===== src/common/sutx_pkg.sv =====
// Package for the serial unit: register offsets, field positions, reset values, timing.
// Assumes a byte-wide register port and a single system clock.
package sutx_pkg;
  localparam int unsigned ADDR_W = 16;
  // Register offsets
  localparam logic [15:0] OFS_PORT_CTRL = 16'hff91;
  localparam logic [15:0] OFS_MODE = 16'hff98;
  localparam logic [15:0] OFS_BIT_RATE = 16'hff99;
  localparam logic [15:0] OFS_CONTROL = 16'hff9a;
  localparam logic [15:0] OFS_TX_DATA = 16'hff9b;
  localparam logic [15:0] OFS_STATUS = 16'hff9c;
  localparam logic [15:0] OFS_RX_DATA = 16'hff9d;
  // Port control fields
  localparam int unsigned PC_TX_PIN_FUNC = 4;
  localparam int unsigned PC_TX_INVERT = 1;
  // Mode fields
  localparam int unsigned MD_COMM = 7;
  localparam int unsigned MD_CHAR_LEN = 6;
  localparam int unsigned MD_PAR_EN = 5;
  localparam int unsigned MD_PAR_ODD = 4;
  localparam int unsigned MD_STOP = 3;
  localparam int unsigned MD_MULTIPROC = 2;
  // Control fields
  localparam int unsigned CT_TX_IE = 7;
  localparam int unsigned CT_RX_IE = 6;
  localparam int unsigned CT_TX_EN = 5;
  localparam int unsigned CT_RX_EN = 4;
  localparam int unsigned CT_TX_END_FLAG_IE = 2;
  // Status fields
  localparam int unsigned ST_TX_EMPTY = 7;
  localparam int unsigned ST_RX_FULL = 6;
  localparam int unsigned ST_OVERRUN = 5;
  localparam int unsigned ST_FRAMING = 4;
  localparam int unsigned ST_PARITY = 3;
  localparam int unsigned ST_TX_END = 2;
  localparam int unsigned ST_MP_RX = 1;
  localparam int unsigned ST_MP_TX = 0;
  // Reset values
  localparam logic [7:0] RST_PORT_CTRL = 8'h00;
  localparam logic [7:0] RST_MODE = 8'h00;
  localparam logic [7:0] RST_BIT_RATE = 8'hff;
  localparam logic [7:0] RST_CONTROL = 8'h00;
  localparam logic [7:0] RST_TX_DATA = 8'hff;
  // Sixteen baud ticks per bit
  localparam int unsigned OVERSAMPLE = 16;
  localparam logic [3:0] MID_SAMPLE = 4'h7;
  // Register port request
  typedef struct packed {
    logic [ADDR_W-1:0] addr;
    logic [7:0] wdata;
    logic wr;
    logic rd;
  } sutx_req_t;
  // Interrupt request lines
  typedef struct packed {
    logic tx_end_irq;
    logic tx_empty_irq;
    logic rx_full_irq;
    logic rx_error_irq;
  } sutx_irq_t;
endpackage : sutx_pkg


===== src/sutx_serial_unit.sv =====
// Asynchronous serial unit with multiprocessor framing, byte register port.
// Assumes one 10 MHz clock; rx pin is asynchronous and is synchronised here.
module sutx_serial_unit
  import sutx_pkg::*;
#(
  parameter int unsigned DATA_W = 8
) (
  // Clock, reset, enable
  input wire logic clk,
  input wire logic rst,
  input wire logic ce,
  // Register port
  input wire sutx_req_t req,
  output logic [7:0] rdata,
  // Serial pins
  output logic serial_tx_pin,
  output logic serial_tx_pin_oe,
  input wire logic gpio_out,
  input wire logic gpio_oe,
  input wire logic serial_rx_pin,
  // Interrupts
  output sutx_irq_t irq,
  output logic serial_unit_irq
);

  typedef enum logic [2:0] {TX_IDLE, TX_START, TX_DATA, TX_MPB, TX_PAR, TX_STOP} sutx_txst_t;
  typedef enum logic [2:0] {RX_IDLE, RX_START, RX_DATA, RX_MPB, RX_PAR, RX_STOP} sutx_rxst_t;

  logic [7:0] port_ctrl_ff, mode_ff, bit_rate_ff, control_ff, tx_data_ff, rx_data_ff;
  logic tx_empty_ff, tx_end_ff, rx_full_ff, overrun_ff, framing_ff, parity_ff;
  logic mp_rx_ff, mp_tx_ff;
  logic [7:0] rdata_ff;
  logic [5:0] pre_ff;
  logic [7:0] brg_ff;
  logic tick;
  sutx_txst_t tx_st_ff;
  logic [3:0] tx_sub_ff;
  logic [2:0] tx_bit_ff;
  logic [DATA_W-1:0] tx_sh_ff;
  logic tx_mp_ff, tx_par_ff, tx_stop2_ff, tx_line_ff;
  sutx_rxst_t rx_st_ff;
  logic [3:0] rx_sub_ff;
  logic [2:0] rx_bit_ff;
  logic [DATA_W-1:0] rx_sh_ff;
  logic rx_par_ff, rx_mp_ff;
  logic [2:0] rx_sync_ff;
  logic rx_level_ff;

  wire wr_any = ce & req.wr;
  wire rd_any = ce & req.rd;
  wire tx_en = control_ff[CT_TX_EN];
  wire rx_en = control_ff[CT_RX_EN];
  wire async_mode = ~mode_ff[MD_COMM];
  wire [2:0] last_bit = (async_mode && mode_ff[MD_CHAR_LEN]) ? 3'd6 : 3'd7;
  wire mp_mode = mode_ff[MD_MULTIPROC];
  wire par_on = mode_ff[MD_PAR_EN] & ~mp_mode;
  wire tx_data_wr = wr_any && req.addr == OFS_TX_DATA;
  wire status_wr = wr_any && req.addr == OFS_STATUS;
  logic tx_last_done, rx_done, rx_ferr, rx_perr;
  wire load_tsr = ce && tick && tx_en && !tx_empty_ff && (tx_st_ff == TX_IDLE || tx_last_done);

  // Control registers
  always_ff @(posedge clk or posedge rst) begin
    if (rst) begin
      port_ctrl_ff <= RST_PORT_CTRL;
      mode_ff <= RST_MODE;
      bit_rate_ff <= RST_BIT_RATE;
      control_ff <= RST_CONTROL;
      tx_data_ff <= RST_TX_DATA;
      mp_tx_ff <= 1'b0;
    end else if (wr_any) begin
      case (req.addr)
        OFS_PORT_CTRL: port_ctrl_ff <= req.wdata;
        OFS_MODE: mode_ff <= req.wdata;
        OFS_BIT_RATE: bit_rate_ff <= req.wdata;
        OFS_CONTROL: control_ff <= req.wdata;
        OFS_TX_DATA: tx_data_ff <= req.wdata;
        OFS_STATUS: mp_tx_ff <= req.wdata[ST_MP_TX];
        default: ;
      endcase
    end
  end

  // Read data, one cycle after the strobe
  always_ff @(posedge clk or posedge rst) begin
    if (rst) begin
      rdata_ff <= 8'h00;
    end else if (rd_any) begin
      case (req.addr)
        OFS_PORT_CTRL: rdata_ff <= port_ctrl_ff;
        OFS_MODE: rdata_ff <= mode_ff;
        OFS_BIT_RATE: rdata_ff <= bit_rate_ff;
        OFS_CONTROL: rdata_ff <= control_ff;
        OFS_TX_DATA: rdata_ff <= tx_data_ff;
        OFS_STATUS: rdata_ff <= {tx_empty_ff, rx_full_ff, overrun_ff, framing_ff, parity_ff,
                                 tx_end_ff, mp_rx_ff, mp_tx_ff};
        OFS_RX_DATA: rdata_ff <= rx_data_ff;
        default: rdata_ff <= 8'h00;
      endcase
    end else if (ce) begin
      rdata_ff <= 8'h00;
    end
  end
  assign rdata = rdata_ff;

  // Prescaler: 00 undivided, 01 /4, 10 /16, 11 /64
  always_ff @(posedge clk or posedge rst) begin
    if (rst) begin
      pre_ff <= 6'h00;
    end else if (ce) begin
      pre_ff <= pre_ff + 6'h01;
    end
  end
  logic pre_tick;
  always_comb begin
    case (mode_ff[1:0])
      2'b00: pre_tick = 1'b1;
      2'b01: pre_tick = pre_ff[1:0] == 2'b11;
      2'b10: pre_tick = pre_ff[3:0] == 4'hf;
      default: pre_tick = pre_ff == 6'h3f;
    endcase
  end

  // Divide by bit rate value plus one; internal generator only
  // Each tick is one sixteenth of a bit, so rate = clk / (16 * 2 * prescale * (N+1)) via toggle
  logic half_ff;
  always_ff @(posedge clk or posedge rst) begin
    if (rst) begin
      brg_ff <= 8'h00;
      half_ff <= 1'b0;
    end else if (ce && pre_tick) begin
      if (brg_ff >= bit_rate_ff) begin
        brg_ff <= 8'h00;
        half_ff <= ~half_ff;
      end else begin
        brg_ff <= brg_ff + 8'h01;
      end
    end
  end
  assign tick = pre_tick && brg_ff >= bit_rate_ff && half_ff;

  // Transmit engine
  always_ff @(posedge clk or posedge rst) begin
    if (rst) begin
      tx_st_ff <= TX_IDLE;
      tx_sub_ff <= 4'h0;
      tx_bit_ff <= 3'd0;
      tx_sh_ff <= '1;
      tx_mp_ff <= 1'b0;
      tx_par_ff <= 1'b0;
      tx_stop2_ff <= 1'b0;
      tx_line_ff <= 1'b1;
    end else if (ce && tick) begin
      tx_sub_ff <= tx_sub_ff + 4'h1;
      case (tx_st_ff)
        TX_IDLE: begin
          tx_line_ff <= 1'b1;
          tx_sub_ff <= 4'h0;
        end
        TX_START: if (tx_sub_ff == 4'hf) begin
          tx_line_ff <= tx_sh_ff[0];
          tx_par_ff <= tx_par_ff ^ tx_sh_ff[0];
          tx_sh_ff <= {1'b1, tx_sh_ff[DATA_W-1:1]};
          tx_st_ff <= TX_DATA;
        end
        TX_DATA: if (tx_sub_ff == 4'hf) begin
          tx_bit_ff <= tx_bit_ff + 3'd1;
          if (tx_bit_ff == last_bit) begin
            // Multiprocessor bit after data; ID or data frame
            if (mp_mode) begin
              tx_line_ff <= tx_mp_ff;
              tx_st_ff <= TX_MPB;
            end else if (par_on) begin
              tx_line_ff <= tx_par_ff;
              tx_st_ff <= TX_PAR;
            end else begin
              tx_line_ff <= 1'b1;
              tx_st_ff <= TX_STOP;
            end
          end else begin
            tx_line_ff <= tx_sh_ff[0];
            tx_par_ff <= tx_par_ff ^ tx_sh_ff[0];
            tx_sh_ff <= {1'b1, tx_sh_ff[DATA_W-1:1]};
          end
        end
        TX_MPB, TX_PAR: if (tx_sub_ff == 4'hf) begin
          tx_line_ff <= 1'b1;
          tx_st_ff <= TX_STOP;
        end
        TX_STOP: if (tx_sub_ff == 4'hf) begin
          if (mode_ff[MD_STOP] && !tx_stop2_ff) begin
            tx_stop2_ff <= 1'b1;
          end else begin
            tx_st_ff <= TX_IDLE;
          end
        end
        default: tx_st_ff <= TX_IDLE;
      endcase
      // Buffer moves in when idle or right after the last stop bit, no idle tick between frames
      if (load_tsr) begin
        tx_sh_ff <= tx_data_ff[DATA_W-1:0];
        tx_mp_ff <= mp_tx_ff;
        tx_par_ff <= mode_ff[MD_PAR_ODD];
        tx_stop2_ff <= 1'b0;
        tx_bit_ff <= 3'd0;
        tx_sub_ff <= 4'h0;
        tx_line_ff <= 1'b0;
        tx_st_ff <= TX_START;
      end
    end
  end
  assign tx_last_done = ce && tick && tx_st_ff == TX_STOP && tx_sub_ff == 4'hf &&
                        !(mode_ff[MD_STOP] && !tx_stop2_ff);

  // Transmit flags; the empty set on load wins over a software clear, and a software clear wins over the end set
  always_ff @(posedge clk or posedge rst) begin
    if (rst) begin
      tx_empty_ff <= 1'b1;
      tx_end_ff <= 1'b1;
    end else if (ce) begin
      if (!tx_en) begin
        tx_empty_ff <= 1'b1;
        tx_end_ff <= 1'b1;
      end else if (load_tsr) begin
        tx_empty_ff <= 1'b1;
      end else if (tx_data_wr || (status_wr && !req.wdata[ST_TX_EMPTY])) begin
        tx_empty_ff <= 1'b0;
        tx_end_ff <= 1'b0;
      end else if (tx_last_done && tx_empty_ff) begin
        tx_end_ff <= 1'b1;
      end
    end
  end

  // Receive pin: three flops, change accepted when last two agree
  always_ff @(posedge clk or posedge rst) begin
    if (rst) begin
      rx_sync_ff <= 3'b111;
      rx_level_ff <= 1'b1;
    end else if (ce) begin
      rx_sync_ff <= {rx_sync_ff[1:0], serial_rx_pin};
      if (rx_sync_ff[1] == rx_sync_ff[2]) begin
        rx_level_ff <= rx_sync_ff[2];
      end
    end
  end

  // Receive engine, samples mid bit
  always_ff @(posedge clk or posedge rst) begin
    if (rst) begin
      rx_st_ff <= RX_IDLE;
      rx_sub_ff <= 4'h0;
      rx_bit_ff <= 3'd0;
      rx_sh_ff <= '0;
      rx_par_ff <= 1'b0;
      rx_mp_ff <= 1'b0;
    end else if (ce && tick) begin
      rx_sub_ff <= rx_sub_ff + 4'h1;
      case (rx_st_ff)
        RX_IDLE: begin
          rx_sub_ff <= 4'h0;
          if (rx_en && !rx_level_ff && async_mode) begin
            rx_st_ff <= RX_START;
          end
        end
        RX_START: if (rx_sub_ff == MID_SAMPLE) begin
          rx_sub_ff <= 4'h0;
          rx_bit_ff <= 3'd0;
          rx_par_ff <= mode_ff[MD_PAR_ODD];
          rx_st_ff <= rx_level_ff ? RX_IDLE : RX_DATA;
        end
        RX_DATA: if (rx_sub_ff == 4'hf) begin
          rx_sh_ff <= {rx_level_ff, rx_sh_ff[DATA_W-1:1]};
          rx_par_ff <= rx_par_ff ^ rx_level_ff;
          rx_bit_ff <= rx_bit_ff + 3'd1;
          if (rx_bit_ff == last_bit) begin
            rx_st_ff <= mp_mode ? RX_MPB : (par_on ? RX_PAR : RX_STOP);
          end
        end
        RX_MPB: if (rx_sub_ff == 4'hf) begin
          rx_mp_ff <= rx_level_ff;
          rx_st_ff <= RX_STOP;
        end
        RX_PAR: if (rx_sub_ff == 4'hf) begin
          rx_par_ff <= rx_par_ff ^ rx_level_ff;
          rx_st_ff <= RX_STOP;
        end
        // Only the first stop bit is checked
        RX_STOP: if (rx_sub_ff == 4'hf) begin
          rx_st_ff <= RX_IDLE;
        end
        default: rx_st_ff <= RX_IDLE;
      endcase
    end
  end
  assign rx_done = ce && tick && rx_st_ff == RX_STOP && rx_sub_ff == 4'hf;
  assign rx_ferr = !rx_level_ff;
  assign rx_perr = par_on && rx_par_ff;
  wire [7:0] rx_word = (last_bit == 3'd6) ? {1'b0, rx_sh_ff[DATA_W-1:1]} : rx_sh_ff;

  // Receive flags; set wins over clear
  always_ff @(posedge clk or posedge rst) begin
    if (rst) begin
      rx_data_ff <= 8'h00;
      rx_full_ff <= 1'b0;
      overrun_ff <= 1'b0;
      framing_ff <= 1'b0;
      parity_ff <= 1'b0;
      mp_rx_ff <= 1'b0;
    end else if (ce) begin
      if (status_wr) begin
        if (!req.wdata[ST_RX_FULL]) rx_full_ff <= 1'b0;
        if (!req.wdata[ST_OVERRUN]) overrun_ff <= 1'b0;
        if (!req.wdata[ST_FRAMING]) framing_ff <= 1'b0;
        if (!req.wdata[ST_PARITY]) parity_ff <= 1'b0;
      end else if (rd_any && req.addr == OFS_RX_DATA) begin
        rx_full_ff <= 1'b0;
      end
      if (rx_done) begin
        if (rx_full_ff && !(rd_any && req.addr == OFS_RX_DATA)) begin
          overrun_ff <= 1'b1;
        end else if (rx_ferr) begin
          framing_ff <= 1'b1;
          rx_data_ff <= rx_word;
        end else begin
          rx_data_ff <= rx_word;
          mp_rx_ff <= rx_mp_ff;
          if (rx_perr) parity_ff <= 1'b1;
          else rx_full_ff <= 1'b1;
        end
      end
    end
  end

  always_ff @(posedge clk or posedge rst) begin
    if (rst) begin
      serial_tx_pin <= 1'b1;
      serial_tx_pin_oe <= 1'b0;
    end else if (ce) begin
      if (port_ctrl_ff[PC_TX_PIN_FUNC]) begin
        serial_tx_pin <= tx_line_ff ^ port_ctrl_ff[PC_TX_INVERT];
        serial_tx_pin_oe <= 1'b1;
      end else begin
        serial_tx_pin <= gpio_out;
        serial_tx_pin_oe <= gpio_oe;
      end
    end
  end

  assign irq.tx_empty_irq = tx_empty_ff & control_ff[CT_TX_IE];
  assign irq.tx_end_irq = tx_end_ff & control_ff[CT_TX_END_FLAG_IE];
  assign irq.rx_full_irq = rx_full_ff & control_ff[CT_RX_IE];
  assign irq.rx_error_irq = (overrun_ff | framing_ff | parity_ff) & control_ff[CT_RX_IE];
  assign serial_unit_irq = |irq;

endmodule : sutx_serial_unit


===== config.mk =====
export PLATFORM = sky130hd
export DESIGN_NAME = sutx_serial_unit
export DESIGN_NICKNAME = d
export VERILOG_FILES = /design/src/common/sutx_pkg.sv /design/src/sutx_serial_unit.sv
export SDC_FILE = /design/constraint.sdc
export NUM_CORES = 1
export LEC_CHECK = 0
export BUFFER_PORTS_ARGS = -buffer_cell sky130_fd_sc_hd__buf_2
export CORE_MARGIN = 2
export CORE_UTILIZATION = 65
export CTS_CLUSTER_DIAMETER = 80
export DETAILED_ROUTE_END_ITERATION = 8
export HOLD_SLACK_MARGIN = 0.02
export MAX_ROUTING_LAYER = met4
export PLACE_DENSITY = 0.9
export SLEW_MARGIN = 20
export SYNTH_ARGS = -nofsm -noshare
export SYNTH_HDL_FRONTEND = slang
export SYNTH_SLANG_ARGS = --single-unit

===== constraint.sdc =====
create_clock -name clk -period 6.1 [get_ports clk]
set_clock_uncertainty 0.15 [all_clocks]
set_input_delay 0.915 -clock clk [delete_from_list [all_inputs] [get_ports clk]]
set_output_delay 0.915 -clock clk [all_outputs]
set_load 0.02 [all_outputs]

==> impl_metrics.tcl, run 1 <==
set metrics [dict create \
    status "completed" \
    min_period_ns 3.180 \
    cp-end-kind "flop" \
    setup_viol 0 \
    ys_seq_area_frac 0.4801 \
    tightestPinTransition_ns 1.149 \
    final_nets 744 \
    numCtsBuffers 17 \
    ys_warn_count 0 \
    timing.final.crit_share 0.5213 \
    overflow 0 \
    routedWlPerCell_um 21.51 \
    ys.flop_type "dfrtp_1" \
    dp_hpwl_um 12580 \
    synth_top_area_frac 0.3547 \
    cp.arrival_ns 3.45 \
    ctsResizeCount 0 \
    finalSetupTns_ns 0 \
    numPortBuffers 46 \
    syn_area_per_cell_um2 10.19 \
    syn_nets 704 \
    ctsHtreeMaxLevel 4 \
    clock_sinks 127 \
    async_flop_share 1.000 \
    grt_pass1_wl_um 29040 \
    finalHoldViolCount 0 \
    antenna_found_initial 0 \
    start_kind "flop" \
    cts_tree "built" \
    die-height_um 105.5 \
    crit_chain "inv_1, ha_1, and3_1, o21ai_0, a31oi_1, o21ai_1, buf_4, nor4b_1, mux2_2" \
    cts.clk_slew.worst_paths_ns 0.06 \
    timing.fmax_ghz 0.3145 \
    vias 5663 \
    ys_ff_latch 127 \
    synth_area_leaders "dfrtp_1 (35%), dfstp_2 (13%), mux2_2 (8.1%), nand2_1 (4.6%), o21ai_0 (3.5%)" \
    ios 47 \
    hold_path.class "flop to flop" \
    clockBufferDepth 2 \
    groute.usage.overall 0.3545 \
    min_path_cells 1 \
    ff_latch_area_mm2 0.003218 \
    antenna_cells 0 \
    placedCellCount 814 \
    clk_latency_ns 0.54 \
    dp_slack_ns 2.439 \
    finalPower_w 0.002210 \
    netlist_instances 658 \
    crit_required_ns 6.37 \
    drt-initial-drc-count 575 \
    drc 0 \
    whs_ns 0.3232 \
    max_stage_delay_ns 0.64 \
    syn_area_mm2 0.006703 \
    final_cells 847 \
    grt_pass1_vias 5613 \
    yosysTopAreaCell "dfrtp_1" \
    power.density_mw_per_mm2 292.3 \
    viasPerCell 6.686 \
    cts_setup_buffers 0 \
    nFillCells 680 \
    slew_headroom 0.2278 \
    holdBufCountCts 0 \
    p_leak_nw 3.319 \
    crit_slowest_cell "a31oi_1" \
    fin_ws_ns 2.920 \
    drv_cap 0 \
    rsz0062_at_grt "no" \
    root_buffer "clkbuf_8" \
    timing_worst_setup_path_type "flop to flop" \
    synth_edf_count 0 \
    multi_input_area_mm2 0.003249 \
    die_w_um 105.5 \
    dieArea_mm2 0.01114 \
    netlist_top_cells_count "dfrtp_1 (95), nand2_1 (82), mux2_2 (48), o21ai_0 (47), nor2_1 (35)" \
    drive_gt1_frac 0.2588 \
    ant_nets 0 \
    synthToLayoutAreaGrowth_pct 12.81 \
    routed_wl_um 18220 \
    firstDrtPassIters 5 \
    cp_max_fo 21 \
    start_util 0.6581 \
    reg2reg_depth 9 \
    gp_congestion 0.9005 \
    synth.most_common_cell "dfrtp_1" \
    slew_violations 0 \
    grt_max_degree 72 \
    core_area_mm2 0.01018 \
    synth.distinct_cells 70 \
    ir_worst_vdd_uv 362.9 \
    row_count 37 \
]
final cells by class:
class | instances | share of cell area
Multi-Input combinational cell | 477 | 0.4298
Clock inverter | 14 | 0.01771
Timing Repair Buffer | 54 | 0.03839
Clock buffer | 18 | 0.05527
Tap cell | 136 | 0.02251
Inverter | 21 | 0.01076
Sequential cell | 127 | 0.4256
power by group:
group / total (W) / switching [W] / internal, W
combinational: 0.000253 / 0.000151 / 0.000102
sequential: 0.00101 / 0.0000923 / 0.000913
clock: 0.000953 / 0.000405 / 0.000548
state kept, by name, indices dropped and copies added (netlist names), 3 cells and up:
| signal | count |
|---|---|
| mode_ff | 8 |
| control_ff | 8 |
| rx_st_ff | 3 |
| pre_ff | 6 |
| rx_sub_ff | 4 |
| rx_data_ff | 8 |
| rx_sync_ff | 3 |
| rx_sh_ff | 8 |
| brg_ff | 8 |
| rx_bit_ff | 3 |
| tx_bit_ff | 3 |
| rdata | 8 |
| bit_rate_ff | 8 |
| tx_st_ff | 3 |
| tx_sub_ff | 4 |
| tx_sh_ff | 8 |
| tx_data_ff | 8 |
| port_ctrl_ff | 8 |
critical path, delay by kind of cell (launching register included):
family,cells,cell delay (ns)
flops,1,0.53
simple gates,2,0.47
buf+inv,2,0.32
fa+ha+maj,1,0.30
compound gates,3,0.92
mux,1,0.37
final timing paths:
kind,endpoint,slack [ns],startpoint
max,rx_mp_ff,2.92,bit_rate_ff[2]
min,pre_ff[5],0.32,pre_ff[5]
max reg2reg,rx_mp_ff,2.92,bit_rate_ff[2]
min reg2reg,pre_ff[5],0.32,pre_ff[5]
max in group asynchronous,control_ff[4],4.10,rst
min in group asynchronous,pre_ff[1],0.44,rst
metrics by stage:
step / utilization / area [µm²]
after floorplan: - / 6703
after global placement: 0.6875 / 7002
after detailed placement: 0.6875 / 7002
after CTS: 0.7416 / 7553
after global routing: 0.7424 / 7561
final: 0.7424 / 7561
layout by cell type (no fill, tap or decap), types with 19 or more instances in the layout:
master and count:
dfstp_2 32, nor3_1 22, inv_1 19, nor2_1 35
mux2_2 48, nand2_1 82, dfrtp_1 95, o21ai_0 47
buf_2 46
routing by layer:
metal  GRT usage  share of wire  up-vias
li1            -              -     2506
met1      0.4204           0.39     2802
met2      0.5618           0.49      290
met3      0.1076          0.089       65
met4      0.1579          0.035        0
met5           -              0        -
cell families after synthesis:
logic type,synth area share
compound gates,0.1788
xor+xnor,0.01307
flops,0.4801
mux,0.1030
fa+ha+maj,0.02613
simple gates,0.1637
buf+inv,0.03509
No activity file was read; power rests on OpenSTA's default activity.
==> run 2, diff against run 1 <==
- ABC_AREA: default -> 1
- CORE_UTILIZATION: 65 -> 55
- PLACE_DENSITY: 0.9 -> 0.82
- clock period: 6.1 -> 2.7 ns (I/O delays scaled with it)
==> run 2 against run 1 <==
Synthesized cell count increased by 27%. Final cell count increased by 25%. Maximum frequency up 25%. Register-to-register slack worse by 2.8 ns. Setup slack worse by 2.8 ns. Critical path type unchanged. Largest power group is now the clock network.
==> impl_metrics.tcl, run 2 <==
set metrics [dict create \
    netlist_top_cells_count "nand2_1 (205), inv_1 (106), dfrtp_1 (95), o21ai_0 (95), nor2_1 (66)" \
    final_nets 948 \
    numCtsBuffers 17 \
    start_kind "flop" \
    root_buffer "clkbuf_16" \
    fin_ws_ns 0.1583 \
    reg2reg_depth 15 \
    dp_slack_ns 0.1516 \
    drc 0 \
    die-height_um 114.5 \
    ff_latch_area_mm2 0.003218 \
    antenna_cells 0 \
    hold_path.class "input pin to flop" \
    p_leak_nw 3.775 \
    firstDrtPassIters 8 \
    setup_viol 0 \
    slew_violations 0 \
    worstReg2RegEnd "mp_rx_ff" \
    grt_pass1_vias 5584 \
    finalSetupTns_ns 0 \
    cts.clk_slew.worst_paths_ns 0.06 \
    ant_nets 0 \
    vias 5833 \
    final_cell_mix "nand2_1 (204), inv_1 (105), o21ai_0 (95), dfrtp_1 (95), nor2_1 (63)" \
    drv_cap 0 \
    ys_ff_latch 127 \
    numPortBuffers 46 \
    dr_wl_met2_um 7786 \
    syn_area_mm2 0.006711 \
    synth.most_common_cell "nand2_1" \
    routedWlPerCell_um 15.67 \
    syn_area_per_cell_um2 8.057 \
    synth_area_leaders "dfrtp_1 (35%), dfstp_2 (13%), nand2_1 (11%), o21ai_0 (7.1%), inv_1 (5.9%)" \
    ios 47 \
    wl_met3_um 991 \
    routed_wl_um 16640 \
    die_w_um 114.5 \
    multi_input_area_mm2 0.003042 \
    finalHoldViolCount 0 \
    crit_required_ns 2.87 \
    power.density_mw_per_mm2 630.2 \
    start_util 0.5611 \
    hold_end "rx_sync_ff[0]" \
    cp_max_fo 7 \
    dp_hpwl_um 11670 \
    nFillCells 966 \
    grt_pass1_wl_um 27480 \
    groute.usage.overall 0.2811 \
    synth.distinct_cells 48 \
    clk_latency_ns 0.43 \
    status "completed" \
    ys_seq_area_frac 0.4795 \
    wl_met1_um 7505 \
    overflow 0 \
    antenna_found_initial 0 \
    synthToLayoutAreaGrowth_pct 17.54 \
    timing.final.crit_share 0.9414 \
    synth_top_area_frac 0.3542 \
    placedCellCount 1025 \
    drt-initial-drc-count 523 \
    grt_max_degree 108 \
    timing_worst_setup_path_type "flop to flop" \
    row_count 40 \
    slew_headroom 0.5960 \
    cts_tree "built" \
    core_area_mm2 0.01196 \
    clock_sinks 127 \
    gp_congestion 1.028 \
    ys.flop_type "dfrtp_1" \
    cp.arrival_ns 2.71 \
    dieArea_mm2 0.01310 \
    ys_warn_count 0 \
    ir_worst_vdd_uv 550.1 \
    r2r_setup_slack_ns 0.16 \
    mostFrequentLayoutCell "nand2_1" \
    timing.fmax_ghz 0.3934 \
    synth_edf_count 0 \
    netlist_instances 833 \
    maxUsedRoutingLayer "met4" \
    min_from "serial_rx_pin" \
    drive_gt1_frac 0.2022 \
    ctsHtreeMaxLevel 4 \
    crit-reg2reg-launch "bit_rate_ff[3]" \
    yosysTopAreaCell "dfrtp_1" \
    async_flop_share 1.000 \
    final_cells 1062 \
    tightestPinTransition_ns 0.6059 \
    cp-end-kind "flop" \
    viasPerCell 5.492 \
    syn_nets 879 \
    min_period_ns 2.542 \
    min_path_cells 3 \
    clockBufferDepth 2 \
]
-- run 2: how the worst max path moves through the flow --
stage | startpoint | to | slack (ns) | depth (start not counted)
after floorplan | bit_rate_ff[3] | rx_data_ff[7] | 0.36 | 16
after global placement | bit_rate_ff[3] | rx_st_ff[0] | 0.23 | 13
after detailed placement | bit_rate_ff[3] | rx_data_ff[3] | 0.15 | 15
after CTS | bit_rate_ff[3] | rx_data_ff[3] | 0.11 | 15
after global routing | bit_rate_ff[3] | mp_rx_ff | -0.008 | 15
final | bit_rate_ff[3] | mp_rx_ff | 0.16 | 15
-- run 2: per-stage QoR --
step | hold WS, ns | util | instance area [µm²] | total power [W]
5_1_grt | 0.02770 | 0.6595 | 7889 | 0.005175
4_1_cts | 0.03437 | 0.6505 | 7781 | 0.004981
3_5_place_dp | 0.3098 | 0.5995 | 7171 | 0.002655
3_3_place_gp | 0.3043 | 0.5995 | 7171 | 0.002628
6_report | 0.04241 | 0.6595 | 7889 | 0.004972
2_1_floorplan | 0.2936 | - | 6715 | 0.002485
-- run 2: power by group --
| part | switching [W] | internal [W] |
|---|---|---|
| logic | 0.000343 | 0.000184 |
| registers | 0.000109 | 0.00202 |
| clock network | 0.000884 | 0.00144 |
| total | 0.00134 | 0.00364 |
-- run 2: worst max-delay path: stages (launching register included) --
cell and delay [ns]:
dfstp_2 0.53, inv_1 0.05, ha_1 0.28, nand2_1 0.08, nor2_1 0.09, nor2_1 0.05, nand2_1 0.06, nand2_2 0.08
nand2_4 0.10, nand2_8 0.08, nor2_8 0.19, nand2_4 0.09, nor2_4 0.26, nand3_2 0.13, o21ai_1 0.16, inv_1 0.05
-- run 2: metal layers --
metal  vias to the layer above  global-route usage
li1                       2866                   -
met1                      2753              0.3797
met2                       184              0.4146
met3                        30             0.06406
met4                         0              0.1098
met5                         -                   -
-- run 2: cell families after synthesis --
logic type	synth area share
AND/OR/NAND/NOR	0.2314
adder cells (fa/ha/maj)	0.02610
AO/OA/AOI/OAI	0.1665
buffers and inverters	0.07923
multiplexers	0.001678
flip-flops	0.4795
XOR/XNOR	0.01566
-- run 2: area by class of cell --
cell class                      count  area share
Inverter                          114     0.05535
Tap cell                          147     0.02331
Timing Repair Buffer               66     0.05170
Multi-Input combinational cell    576      0.3856
Clock buffer                       20     0.05916
Sequential cell                   127      0.4079
Clock inverter                     12     0.01697
-- run 2: what timing repair did --
item                                   4_1_cts  5_1_grt
buffers inserted                             0        2
setup endpoints to repair                    0       19
resized for setup                            0       11
endpoints found under the hold margin       20        0
hold buffers                                 1        0
